==> src/rtl/accel_defines.svh <==
/*
 * Constants shared by both ends of the sample-buffer link: register
 * offsets, field positions, mode codes and timing counts.
 * Assumes a 20 MHz system clock on both ends.
 */
`ifndef ACCEL_DEFINES_SVH
`define ACCEL_DEFINES_SVH

// ==========================================================
// device register offsets (6-bit serial address)
`define REG_EVENTS 6'h30
`define REG_DATA_FIRST 6'h32
`define REG_X_HI 6'h33
`define REG_Y_LO 6'h34
`define REG_Y_HI 6'h35
`define REG_Z_LO 6'h36
`define REG_DATA_LAST 6'h37
`define REG_BUF_CTRL 6'h38
`define REG_BUF_STATUS 6'h39
`define REG_ORIENT_CFG 6'h3B
`define REG_ORIENT_STAT 6'h3C

// ==========================================================
// field positions and codes
`define CMD_READ_BIT 7
`define CMD_MULTI_BIT 6
`define CTRL_MODE_HI 7
`define CTRL_MODE_LO 6
`define CTRL_TRIG_SEL_BIT 5
`define CTRL_LEVEL_HI 4
`define ORIENT_3D_BIT 3
`define MODE_BYPASS 2'h0
`define MODE_FIFO 2'h1
`define MODE_STREAM 2'h2
`define MODE_TRIGGER 2'h3
`define BUF_DEPTH 6'h20
`define CTRL_RESET 8'h00
`define ORIENT_CFG_RESET 8'h00

// ==========================================================
// host register offsets (APB byte addresses)
`define HREG_CMD 8'h00
`define HREG_WDATA 8'h04
`define HREG_RX_HI 8'h08
`define HREG_RX_LO 8'h0C
`define HREG_STATUS 8'h10
`define HCMD_LEN_HI 10
`define HCMD_LEN_LO 8

// ==========================================================
// timing
`define CLK_NS 50
`define HALF_SCLK_NS 200
`define HALF_SCLK_CYC (`HALF_SCLK_NS / `CLK_NS)
`define QUIET_NS 5000
`define QUIET_CYC ((`QUIET_NS + `CLK_NS - 1) / `CLK_NS)

`endif

==> src/rtl/accel_pkg.sv <==
/*
 * Types shared by both ends of the sample-buffer link.
 * Assumes nothing beyond the constants header.
 */
package accel_pkg;

  // one buffer entry: a full three-axis sample
  typedef struct packed {
    logic [15:0] x;
    logic [15:0] y;
    logic [15:0] z;
  } sample_s;

  typedef enum logic [1:0] {
    host_idle,
    host_lead,
    host_low,
    host_high
  } host_state_e;

endpackage

==> src/rtl/accel_link_if.sv <==
/*
 * Four-wire serial link plus the two interrupt lines between the host
 * controller and the sensor's buffer block.
 * Assumes the data-out line idles high (pull-up) while not driven.
 */
`timescale 1ns/1ns

interface accel_link_if;
  logic cs_n;
  logic sclk;
  logic mosi;
  logic miso;
  logic miso_oe_n;
  logic miso_line;
  logic irq_out_first;
  logic irq_out_second;

  assign miso_line = miso_oe_n ? 1'b1 : miso;

  modport dev (
    input cs_n, sclk, mosi,
    output miso, miso_oe_n, irq_out_first, irq_out_second
  );
  modport host (
    output cs_n, sclk, mosi,
    input miso_line, irq_out_first, irq_out_second
  );
endinterface

==> src/rtl/accel_sample_fifo_ctrl.sv <==
/*
 * Device end: 32-entry three-axis sample buffer with bypass, fifo,
 * stream and trigger modes, overrun/watermark/orientation flags, and a
 * serial slave (mode 3, command byte then data) reaching its registers.
 * Assumes the link pins are asynchronous to clk and that sample,
 * orientation and interrupt inputs come from logic on clk.
 */
`timescale 1ns/1ns
`include "accel_defines.svh"

// What this block does
// RQ1: bypass: overrun when unread sample replaced
// RQ2: buffered modes: overrun when buffer fills
// RQ3: reading buffer clears overrun automatically
// RQ4: orientation flag on valid-to-different-valid change
// RQ5: no flag on invalid or same orientation; invalid keeps last valid code
// RQ6: dead-zone orientation counts as invalid
// RQ7: config bit picks 2-D or 3-D set
// RQ8: 32 entries, four modes via mode field
// RQ9: bypass stores nothing, buffer stays empty
// RQ10: fifo mode stops storing when full
// RQ11: watermark when count reaches level field
// RQ12: watermark holds while count not below level
// RQ13: stream keeps newest 32, drops oldest
// RQ14: trigger keeps newest n, then fifo mode
// RQ15: host waits 5 us after trigger
// RQ16: trigger re-armed only via bypass then trigger
// RQ17: entering bypass empties the buffer
// RQ18: each read pops oldest entry into data regs
// RQ19: single-byte read pops whole entry
// RQ20: host leaves 5 us after data read
// RQ21: read ends at 0x37-to-0x38 step or chip-select release
// RQ22: host releases chip select between buffer reads
// RQ23: watermark clears when count drops below level
// RQ24: one entry per sample, count steps by one
module accel_sample_fifo_ctrl
  import accel_pkg::*;
(
  // clock and reset
  input wire logic clk,
  input wire logic rst,
  // link
  accel_link_if.dev link,
  // sensor core side
  input wire logic sample_valid,
  input wire sample_s sample,
  input wire logic orient_2d_valid,
  input wire logic [1:0] orient_2d_code,
  input wire logic orient_3d_valid,
  input wire logic [2:0] orient_3d_code,
  input wire logic irq_first_in,
  input wire logic irq_second_in,
  // status
  output logic overrun,
  output logic watermark,
  output logic orient_change,
  output logic [5:0] entries
);

  // ==========================================================
  // link synchronisers and edges
  logic [2:0] cs_q;
  logic [2:0] sclk_q;
  logic [1:0] mosi_q;

  always_ff @(posedge clk or posedge rst) begin
    if (rst) begin
      cs_q <= 3'h7;
      sclk_q <= 3'h7;
      mosi_q <= 2'h0;
    end else begin
      cs_q <= {cs_q[1:0], link.cs_n};
      sclk_q <= {sclk_q[1:0], link.sclk};
      mosi_q <= {mosi_q[0], link.mosi};
    end
  end

  wire active = ~cs_q[1];
  wire cs_rise = cs_q[1] & ~cs_q[2];
  wire sclk_rise = sclk_q[1] & ~sclk_q[2];
  wire sclk_fall = ~sclk_q[1] & sclk_q[2];

  // ==========================================================
  // serial slave
  logic [2:0] bit_cnt;
  logic cmd_phase;
  logic is_read;
  logic multi;
  logic [5:0] addr;
  logic [6:0] rx_sh;
  logic [6:0] tx_sh;
  logic miso_q;
  logic oe_n_q;
  logic read_pending;
  logic [7:0] ctrl;
  logic [7:0] orient_cfg;

  wire [7:0] rx_byte = {rx_sh, mosi_q[1]};
  wire byte_done = active & sclk_rise & (bit_cnt == 3'h7);
  wire load = active & sclk_fall & ~cmd_phase & is_read & (bit_cnt == 3'h0);
  wire data_addr = (addr >= `REG_DATA_FIRST) && (addr <= `REG_DATA_LAST);
  wire data_write = byte_done & ~cmd_phase & ~is_read;
  wire wr_ctrl = data_write & (addr == `REG_BUF_CTRL);
  wire wr_orient = data_write & (addr == `REG_ORIENT_CFG);
  // a data read ends when the burst leaves the data range or the frame ends
  wire read_done = read_pending & (cs_rise | (load & ~data_addr)); // see RQ21

  always_ff @(posedge clk or posedge rst) begin
    if (rst) begin
      bit_cnt <= 3'h0;
      cmd_phase <= 1'b1;
      is_read <= 1'b0;
      multi <= 1'b0;
      addr <= 6'h00;
      rx_sh <= 7'h00;
    end else if (!active) begin
      bit_cnt <= 3'h0;
      cmd_phase <= 1'b1;
    end else if (sclk_rise) begin
      rx_sh <= rx_byte[6:0];
      bit_cnt <= bit_cnt + 3'h1;
      if (byte_done && cmd_phase) begin
        cmd_phase <= 1'b0;
        is_read <= rx_byte[`CMD_READ_BIT];
        multi <= rx_byte[`CMD_MULTI_BIT];
        addr <= rx_byte[5:0];
      end else if (byte_done && multi) begin
        addr <= addr + 6'h01;
      end
    end
  end

  // read data leaves on falling edges, one byte per register address
  wire sample_s data_q;
  logic [5:0] count;
  logic triggered;
  logic last_ok;
  logic [2:0] last_code;
  wire [7:0] events = {5'h00, orient_change, watermark, overrun};
  wire [7:0] rd_byte =
    (addr == `REG_DATA_FIRST) ? data_q.x[7:0] :
    (addr == `REG_X_HI) ? data_q.x[15:8] :
    (addr == `REG_Y_LO) ? data_q.y[7:0] :
    (addr == `REG_Y_HI) ? data_q.y[15:8] :
    (addr == `REG_Z_LO) ? data_q.z[7:0] :
    (addr == `REG_DATA_LAST) ? data_q.z[15:8] :
    (addr == `REG_EVENTS) ? events :
    (addr == `REG_BUF_CTRL) ? ctrl :
    (addr == `REG_BUF_STATUS) ? {triggered, 1'b0, count} :
    (addr == `REG_ORIENT_CFG) ? orient_cfg :
    (addr == `REG_ORIENT_STAT) ? {orient_change, 3'h0, last_ok, last_code} : 8'h00;

  always_ff @(posedge clk or posedge rst) begin
    if (rst) begin
      miso_q <= 1'b1;
      oe_n_q <= 1'b1;
      tx_sh <= 7'h00;
      read_pending <= 1'b0;
    end else begin
      if (!active) begin
        oe_n_q <= 1'b1;
      end else if (load) begin
        miso_q <= rd_byte[7];
        tx_sh <= rd_byte[6:0];
        oe_n_q <= 1'b0;
      end else if (sclk_fall && !cmd_phase && is_read) begin
        miso_q <= tx_sh[6];
        tx_sh <= {tx_sh[5:0], 1'b0};
      end
      if (read_done) begin
        read_pending <= 1'b0;
      end else if (load && data_addr) begin
        read_pending <= 1'b1;
      end
    end
  end

  always_ff @(posedge clk or posedge rst) begin
    if (rst) begin
      ctrl <= `CTRL_RESET;
      orient_cfg <= `ORIENT_CFG_RESET;
    end else begin
      if (wr_ctrl) begin
        ctrl <= rx_byte; // see RQ8
      end
      if (wr_orient) begin
        orient_cfg <= rx_byte;
      end
    end
  end

  // ==========================================================
  // sample buffer
  sample_s mem [0:31];
  sample_s data_r;
  logic [4:0] wr_ptr;
  logic [4:0] rd_ptr;
  logic irq_prev;
  logic unread;

  wire [1:0] mode = ctrl[`CTRL_MODE_HI:`CTRL_MODE_LO];
  wire [4:0] level = ctrl[`CTRL_LEVEL_HI:0];
  wire bypass = (mode == `MODE_BYPASS);
  wire streaming = (mode == `MODE_STREAM) | ((mode == `MODE_TRIGGER) & ~triggered);
  wire full = (count == `BUF_DEPTH);
  wire trig_pin = ctrl[`CTRL_TRIG_SEL_BIT] ? irq_second_in : irq_first_in;
  // later events are ignored until bypass clears triggered
  wire trig_hit = (mode == `MODE_TRIGGER) & ~triggered & trig_pin & ~irq_prev; // see RQ16
  wire do_pop = read_done & ~bypass & (count != 6'h00); // see RQ18
  wire do_store = ~bypass & sample_valid & ~trig_hit & (~full | do_pop | streaming); // see RQ10
  wire do_drop = do_store & full & ~do_pop; // see RQ13
  wire [5:0] count_next = 6'(count + {5'h00, do_store} - {5'h00, do_pop} - {5'h00, do_drop}); // see RQ24
  wire trim = trig_hit & (count > {1'b0, level});

  assign data_q = data_r;

  always_ff @(posedge clk) begin
    if (do_store) begin
      mem[wr_ptr] <= sample;
    end
  end

  always_ff @(posedge clk or posedge rst) begin
    if (rst) begin
      wr_ptr <= 5'h00;
      rd_ptr <= 5'h00;
      count <= 6'h00;
      triggered <= 1'b0;
      irq_prev <= 1'b0;
    end else begin
      irq_prev <= trig_pin;
      if (bypass) begin
        wr_ptr <= 5'h00; // see RQ9
        rd_ptr <= 5'h00;
        count <= 6'h00; // see RQ17
        triggered <= 1'b0;
      end else if (trig_hit) begin
        triggered <= 1'b1; // see RQ14
        if (trim) begin
          rd_ptr <= wr_ptr - level;
          count <= {1'b0, level};
        end
      end else begin
        if (do_store) begin
          wr_ptr <= wr_ptr + 5'h01;
        end
        if (do_pop || do_drop) begin
          rd_ptr <= rd_ptr + 5'h01;
        end
        count <= count_next;
      end
    end
  end

  always_ff @(posedge clk or posedge rst) begin
    if (rst) begin
      data_r <= '0;
      unread <= 1'b0;
    end else if (bypass && sample_valid) begin
      data_r <= sample;
      unread <= 1'b1;
    end else begin
      if (do_pop) begin
        data_r <= mem[rd_ptr]; // see RQ19
      end
      if (read_done) begin
        unread <= 1'b0;
      end
    end
  end

  // ==========================================================
  // flags: a new event in the clearing cycle wins
  wire ovr_set = (bypass & sample_valid & unread) // see RQ1
               | (do_store & (count_next == `BUF_DEPTH)); // see RQ2
  assign watermark = ~bypass & (count >= {1'b0, level}); // see RQ11 see RQ12 see RQ23
  assign entries = count;

  wire [2:0] o_code = orient_cfg[`ORIENT_3D_BIT] ? orient_3d_code : {1'b0, orient_2d_code}; // see RQ7
  wire o_valid = orient_cfg[`ORIENT_3D_BIT] ? orient_3d_valid : orient_2d_valid; // see RQ6
  wire o_set = o_valid & last_ok & (o_code != last_code); // see RQ4 see RQ5
  wire o_clr = load & (addr == `REG_ORIENT_STAT);

  always_ff @(posedge clk or posedge rst) begin
    if (rst) begin
      overrun <= 1'b0;
      orient_change <= 1'b0;
      last_ok <= 1'b0;
      last_code <= 3'h0;
    end else begin
      overrun <= ovr_set | (overrun & ~read_done); // see RQ3
      orient_change <= o_set | (orient_change & ~o_clr);
      if (wr_orient) begin
        last_ok <= 1'b0;
      end else if (o_valid) begin
        last_ok <= 1'b1;
        last_code <= o_code;
      end
    end
  end

  // ==========================================================
  // link outputs
  logic irq1_q;
  logic irq2_q;

  always_ff @(posedge clk or posedge rst) begin
    if (rst) begin
      irq1_q <= 1'b0;
      irq2_q <= 1'b0;
    end else begin
      irq1_q <= irq_first_in;
      irq2_q <= irq_second_in;
    end
  end

  assign link.miso = miso_q;
  assign link.miso_oe_n = oe_n_q;
  assign link.irq_out_first = irq1_q;
  assign link.irq_out_second = irq2_q;

endmodule

==> src/flat_wrapper.sv <==
// flat-port wrapper written by rule: the top's interface ports become plain ports
module accel_sample_fifo_ctrl_flat import accel_pkg::*;
  (clk, rst, sample_valid, sample, orient_2d_valid, orient_2d_code, orient_3d_valid, orient_3d_code, irq_first_in, irq_second_in, overrun, watermark, orient_change, entries, link_cs_n, link_sclk, link_mosi, link_miso, link_miso_oe_n, link_irq_out_first, link_irq_out_second);
  accel_link_if link_i ();
  input wire logic clk;
  input wire logic rst;
  input wire logic sample_valid;
  input wire sample_s sample;
  input wire logic orient_2d_valid;
  input wire logic [1:0] orient_2d_code;
  input wire logic orient_3d_valid;
  input wire logic [2:0] orient_3d_code;
  input wire logic irq_first_in;
  input wire logic irq_second_in;
  output logic overrun;
  output logic watermark;
  output logic orient_change;
  output logic [5:0] entries;
  input wire logic [$bits(link_i.cs_n)-1:0] link_cs_n;
  input wire logic [$bits(link_i.sclk)-1:0] link_sclk;
  input wire logic [$bits(link_i.mosi)-1:0] link_mosi;
  output wire logic [$bits(link_i.miso)-1:0] link_miso;
  output wire logic [$bits(link_i.miso_oe_n)-1:0] link_miso_oe_n;
  output wire logic [$bits(link_i.irq_out_first)-1:0] link_irq_out_first;
  output wire logic [$bits(link_i.irq_out_second)-1:0] link_irq_out_second;
  assign link_i.cs_n = link_cs_n;
  assign link_i.sclk = link_sclk;
  assign link_i.mosi = link_mosi;
  assign link_miso = link_i.miso;
  assign link_miso_oe_n = link_i.miso_oe_n;
  assign link_irq_out_first = link_i.irq_out_first;
  assign link_irq_out_second = link_i.irq_out_second;
  accel_sample_fifo_ctrl u_core (.clk(clk), .rst(rst), .link(link_i), .sample_valid(sample_valid), .sample(sample), .orient_2d_valid(orient_2d_valid), .orient_2d_code(orient_2d_code), .orient_3d_valid(orient_3d_valid), .orient_3d_code(orient_3d_code), .irq_first_in(irq_first_in), .irq_second_in(irq_second_in), .overrun(overrun), .watermark(watermark), .orient_change(orient_change), .entries(entries));
endmodule
==> config.mk <==
export PLATFORM = sky130hd
export DESIGN_NAME = accel_sample_fifo_ctrl_flat
export DESIGN_NICKNAME = d
export VERILOG_FILES = /design/src/rtl/accel_pkg.sv /design/src/rtl/accel_link_if.sv /design/src/rtl/accel_sample_fifo_ctrl.sv /design/src/flat_wrapper.sv
export VERILOG_INCLUDE_DIRS = /design/src /design/src/rtl
export SDC_FILE = /design/constraint.sdc
export NUM_CORES = 2
export LEC_CHECK = 0
export ABC_AREA = 1
export BUFFER_PORTS_ARGS = -buffer_cell sky130_fd_sc_hd__buf_2
export CAP_MARGIN = 20
export CORE_AREA = 2 2 478 480
export CTS_CLUSTER_DIAMETER = 60
export CTS_CLUSTER_SIZE = 40
export DETAILED_ROUTE_END_ITERATION = 8
export DIE_AREA = 0 0 480 482
export SYNTH_ARGS = -nofsm -noshare
export SYNTH_HDL_FRONTEND = slang
export SYNTH_SLANG_ARGS = --single-unit
export TNS_END_PERCENT = 1
==> constraint.sdc <==
create_clock -name clk -period 9.3 [get_ports clk]
set_clock_uncertainty 0.2 [all_clocks]
set_input_delay 0 -clock clk [delete_from_list [all_inputs] [get_ports clk]]
set_output_delay 0 -clock clk [all_outputs]
set_load 0.005 [all_outputs]
* Yosys cells after proc, flatten, opt, wreduce, memory -nomap -nowiden
Memories as Yosys holds them, arrays and structs flattened. Index checks and enable logic that the tools add are counted.
Storage, ports and cells: register bits 128, memory bits (writable) 1536, input port bits 63, output and inout bits 13, word-level logic and storage cells 201, memories 1
Operators by class: add/sub/neg operators 8, $lt $le $gt $ge 4, eq/ne operators 19, muxes and demuxes 49, bitwise gates (word level) 58, reductions and logical operators 32
Memories:
- u_core.mem | depth 32, width 48, read ports 1, clocked after memory_dff 0, wr ports 1, line accel_sample_fifo_ctrl.sv:194 | sample_s mem [0:31];
Operators by type and width (count):
- 2-to-1 mux 48 bit | 2
- 2-to-1 mux 8 bit | 11
- equality test 6 bit, second input constant | 13
- bitwise AND 1 bit | 35
- 2-to-1 mux 5 bit | 7
- 2-to-1 mux 6 bit | 5
- nonzero test 2 bit | 11
- 2-to-1 mux 1 bit | 19
- NOT 1 bit | 16
- 2-to-1 mux 7 bit | 2
- AND reduction 2 bit | 6
- subtractor 6 x 1 -> 6 bit | 2
- adder 5 x 1 -> 5 bit, second input constant | 2
- 2-to-1 mux 3 bit | 3
- logical AND 1 bit | 7
- bitwise OR 1 bit | 7
- adder 6 x 1 -> 6 bit | 1
- adder 6 x 1 -> 6 bit, second input constant | 1
- greater-or-equal comparator 6 x 5 -> 1 bit | 1
- greater-or-equal comparator 6 bit, second input constant | 1
- greater-than comparator 6 x 5 -> 1 bit | 1
- <= comparator 6 bit, second input constant | 1
- AND reduction 3 bit | 2
- nonzero test 6 bit | 1
- other kinds (12) | 13

* Depth between registers and ports, before layout
depth in word-level cells 21, gate-level depth with buffers 25, gate-level depth less buffers 25

* Worst setup path before layout
Ideal clock, no wire load.
kind reg-to-reg, from register u_core.bit_cnt[0], to memory u_core.mem[1][0] (netlist name) (enable), library setup time 513 ps, data arrival time 4796 ps, data required time 8587 ps, path slack 3792 ps, cell stages (with the launch flop) 12, buffers on the path 1, period minus slack after synthesis 5508 ps, path through dfrtp_1 -> inv_1 -> ha_1 -> nand2_1 -> nor2_2 -> nand2_1 -> o21ai_2 -> nand4_4 -> nand2_2 -> nand2_4 -> buf_6 -> nor3_1
Between the ends: longest elaborated chain between the ends 12
Ends and longest elaborated chain:
- start, declared | line accel_sample_fifo_ctrl.sv:85 | logic [2:0] bit_cnt;
- start signal, assigned | line accel_sample_fifo_ctrl.sv:121 | bit_cnt <= bit_cnt + 3'h1;
- zero test 3 bit | line accel_sample_fifo_ctrl.sv:100 | wire load = active & sclk_fall & ~cmd_phase & is_read & (bit_cnt == 3'h0);
- bitwise AND 1 bit | line accel_sample_fifo_ctrl.sv:100
- bitwise AND 1 bit | line accel_sample_fifo_ctrl.sv:106 | wire read_done = read_pending & (cs_rise | (load & ~data_addr));
- bitwise OR 1 bit | line accel_sample_fifo_ctrl.sv:106
- bitwise AND 1 bit | line accel_sample_fifo_ctrl.sv:106
- bitwise AND 1 bit (2 in series) | line accel_sample_fifo_ctrl.sv:209 | wire do_pop = read_done & ~bypass & (count != 6'h00);
- bitwise OR 1 bit (2 in series) | line accel_sample_fifo_ctrl.sv:210 | wire do_store = ~bypass & sample_valid & ~trig_hit & (~full | do_pop | streaming);
- bitwise AND 1 bit | line accel_sample_fifo_ctrl.sv:210
- 2-to-1 mux 1 bit | line accel_sample_fifo_ctrl.sv:218 | if (do_store) begin
- 2-to-1 mux 1 bit (not written as such) | line accel_sample_fifo_ctrl.sv:219 | mem[wr_ptr] <= sample;
- end, declared | line accel_sample_fifo_ctrl.sv:194
No other way between the ends.

* Worst setup path after layout
from register u_core.sclk_q[2], to memory u_core.mem[30][35] (netlist name) (enable)
Between the ends: longest elaborated chain between the ends 15
Ends and longest elaborated chain:
- start, declared | line accel_sample_fifo_ctrl.sv:63 | logic [2:0] sclk_q;
- start signal, assigned | line accel_sample_fifo_ctrl.sv:73 | sclk_q <= {sclk_q[1:0], link.sclk};
- bitwise AND 1 bit | line accel_sample_fifo_ctrl.sv:81 | wire sclk_fall = ~sclk_q[1] & sclk_q[2];
- bitwise AND 1 bit (4 in series) | line accel_sample_fifo_ctrl.sv:100
- bitwise AND 1 bit | line accel_sample_fifo_ctrl.sv:106
- bitwise OR 1 bit | line accel_sample_fifo_ctrl.sv:106
- bitwise AND 1 bit | line accel_sample_fifo_ctrl.sv:106
- bitwise AND 1 bit (2 in series) | line accel_sample_fifo_ctrl.sv:209
- bitwise OR 1 bit (2 in series) | line accel_sample_fifo_ctrl.sv:210
- bitwise AND 1 bit | line accel_sample_fifo_ctrl.sv:210
- 2-to-1 mux 1 bit | line accel_sample_fifo_ctrl.sv:218
- 2-to-1 mux 1 bit (not written as such) | line accel_sample_fifo_ctrl.sv:219
No other way between the ends.

==> reports/metrics.csv <==
metric,value,unit
status,completed,
die-area,231000,um^2
design_area,75900,um^2
slowest_stage,nor3_2,
busiest_layer,met2,
initial_core_util,29.8,%
ys_seq_area_share,73.0,%
viasPerCell,5.12,
coreArea,226000,um^2
drv_cap,0,
swShare,22.5,%
cp_max_fo,35,
worstSetupPathType,reg2reg,
grt_max_degree,191,
endpoint_kind,flip-flop,
final_cell_mix,"edfxtp_1, nand2_1, nor2_1",
htree_levels,3,
pwr-share-clk,38.9,%
ys_ff_latch,1664,
arrival,4.83,ns
syn-num-nets,5377,
synth_cell_type_count,46,
cts.path.max_buffers,3,
slew_headroom,26.3,%
setup_viol,0,
place_area,71200,um^2
dominantRegCellSynth,edfxtp_1,
post-route-period-util,49.5,%
drive_above_1_share,8.71,%
path_clk_slew,0.10,ns
syn_to_final_growth,12.3,%
rsz0062_at_grt,no,
worstPathRequired,9.52,ns
grt_remaining_overflow,0,
vias,43200,
min_from,sample[47],
grt_use_met2,27.3,%
reg2reg_slack,4.69,ns
die_x,480,um
die_y,482,um
cts_tree,done,
synth_edf_count,1536,
worst_pin_slew,1.11,ns
cpPeakStageDelay,0.84,ns
period_minus_slack,4.61,ns
gp_congestion,0.864,
dr.first_iter.drc_count,5187,
grtUsageMet3,2.00,%
synthCells,5280,
rows,175,
synth_top_area_share,68.3,%
pin_count,76,
final_antenna_net_count,0,
synth_top_area_cell,edfxtp_1,
max_freq,217,MHz
synth.avg_cell_area,12.8,um^2
nets,5420,
cts.sinks,1664,
reg2reg_from,u_core.sclk_q[2]$_DFF_PP1_,
yosys-top-cells-area,"edfxtp_1, nand2_1, dfrtp_1, o21ai_0, mux2i_1",
drt-total-wl,199000,um
dpl.hpwl,101000,um
postCtsSetupBuffers,0,
p_switching,0.00311,W
seq_power_share,59.5,%
p_total,0.0138,W
startpoint,u_core.sclk_q[2]$_DFF_PP1_,
drv_slew,0,
final_common_cell,edfxtp_1,
wire_per_inst,23.6,um
synthArstFlopShare,7.69,%
drt-pass1-iter-count,6,
synth_warnings,0,
grt_pass1_wl,286000,um
crit_chain,"nand4_1, nor2_2, nand2_1, o21ai_2, nand4_4, nand2_2, nand2_4, nor3_2, buf_4, buf_4",
grt_pass1_vias,40700,
powerDensity,182,nW/um^2
cts.root.buffer_cell,clkbuf_16,
syn_area,67500,um^2
setup_tns,0,ns
grt_antenna_before_repair,15,
hold_class,in2reg,
startpoint_type,flip-flop,
power.leakage,25.7,nW
vdd_drop_max,153,uV
cpMostUsedCell,buf_4,
cts_buffers,109,
use_met1,22.8,%
portBuffers,75,
comb_power_share,1.6,%
clk_latency,0.79,ns
grt_usage,16.7,%
p_int,0.0107,W
finalHoldViolCount,0,
drc,0,
sequential cells by signal, indices dropped and copies added (netlist names), 5 cells and up:
| name | cells |
|---|---|
| u_core.mem | 1536 |
| u_core.tx_sh | 7 |
| u_core.addr | 6 |
| u_core.wr_ptr | 5 |
| u_core.rd_ptr | 5 |
| u_core.rx_sh | 7 |
| u_core.orient_cfg | 8 |
| u_core.data_q | 48 |
| u_core.entries | 6 |
| u_core.ctrl | 8 |
final timing paths:
check / endpoint / cells after the start
worst max register to register: u_core.mem[30][35]$_DFFE_PP_ / 10
worst min register to register: u_core.mosi_q[1]$_DFF_PP0_ / 0
max in group asynchronous: u_core.rd_ptr[3]$_DFFE_PP0P_ / 5
worst min-delay path: u_core.mem[26][47]$_DFFE_PP_ / 2
min in group asynchronous: u_core.mosi_q[1]$_DFF_PP0_ / 4
worst max-delay path: u_core.mem[30][35]$_DFFE_PP_ / 10
per-layer routing:
metal  share of wire [%]  vias up
met3                 7.2      347
met5               0.011        -
met1                  42    21800
met4                 3.5        4
li1                    -    19300
met2                  47     1766
per-stage QoR:
| stage | utilization, % | hold WS (ns) | cells | worst slack, ns |
|---|---|---|---|---|
| floorplan | - | -0.196 | 5280 | 3.79 |
| global route | 33.5 | 0.0888 | 8430 | 4.41 |
| finish | 33.5 | 0.0668 | 8431 | 4.69 |
| detailed placement | 31.4 | -0.0869 | 8143 | 4.75 |
| global placement | 31.4 | -0.0876 | 8141 | 4.73 |
| CTS | 33.5 | 0.0269 | 8428 | 4.72 |
cell usage after synthesis (2+ instances only):
cell type	number
dfrtp_1	119
nand3_1	184
dfstp_2	9
buf_4	22
xor2_1	13
nor2_2	6
xnor2_1	3
o211ai_2	10
nand4_1	6
buf_2	143
fa_1	2
or2_0	3
nor2_1	415
nor3_1	37
o21ai_2	2
nand2_1	1097
o211ai_1	172
nand3b_1	2
o22ai_1	196
ha_1	32
clkbuf_1	118
nand2_2	5
inv_2	14
buf_1	21
clkinv_1	5
mux2i_1	193
buf_6	17
edfxtp_1	1536
o21ai_0	401
nor2_4	2
inv_1	113
a21oi_1	304
o31ai_1	3
o21ai_1	63
critical path, delay by kind of cell, from the launching register on:
kind	cells	cell delay (ns)
AND/OR/NAND/NOR	7	2.23
buffers and inverters	2	1.09
flip-flops	1	0.57
AO/OA/AOI/OAI	1	0.11
kinds of logic after synthesis:
logic type | share of synthesized area [%]
muxes | 2.86
buffers and inverters | 3.09
xor gates and xnor gates | 0.207
and+or+nand+nor | 10.4
DFF | 73.0
adders and majority gates | 0.652
AOI/OAI and AO/OA | 9.76
power by group through the flow:
stage,combinational (W),clock (W),sequential [W]
2_1_floorplan,0.0000543,0,0.00837
3_3_place_gp,0.000187,0,0.00840
3_5_place_dp,0.000195,0,0.00840
4_1_cts,0.000227,0.00547,0.00823
5_1_grt,0.000249,0.00573,0.00823
6_report,0.000226,0.00539,0.00823
cell type report:
class,instances,area [um^2]
multi-input cells,3163,16300
clock buffers,110,2730
clock inverters,97,1190
flip-flops and latches,1664,49400
inverters,132,523
fillers,22200,151000
diodes,3,7.51
repair buffers,253,2010
well taps,3009,3760
repair_timing:
action                    in CTS  in global routing
hold endpoints to repair    1675                  0
hold buffers                  78                  0
gates resized for setup        0                  0
Power figures use the tool's default switching activity.
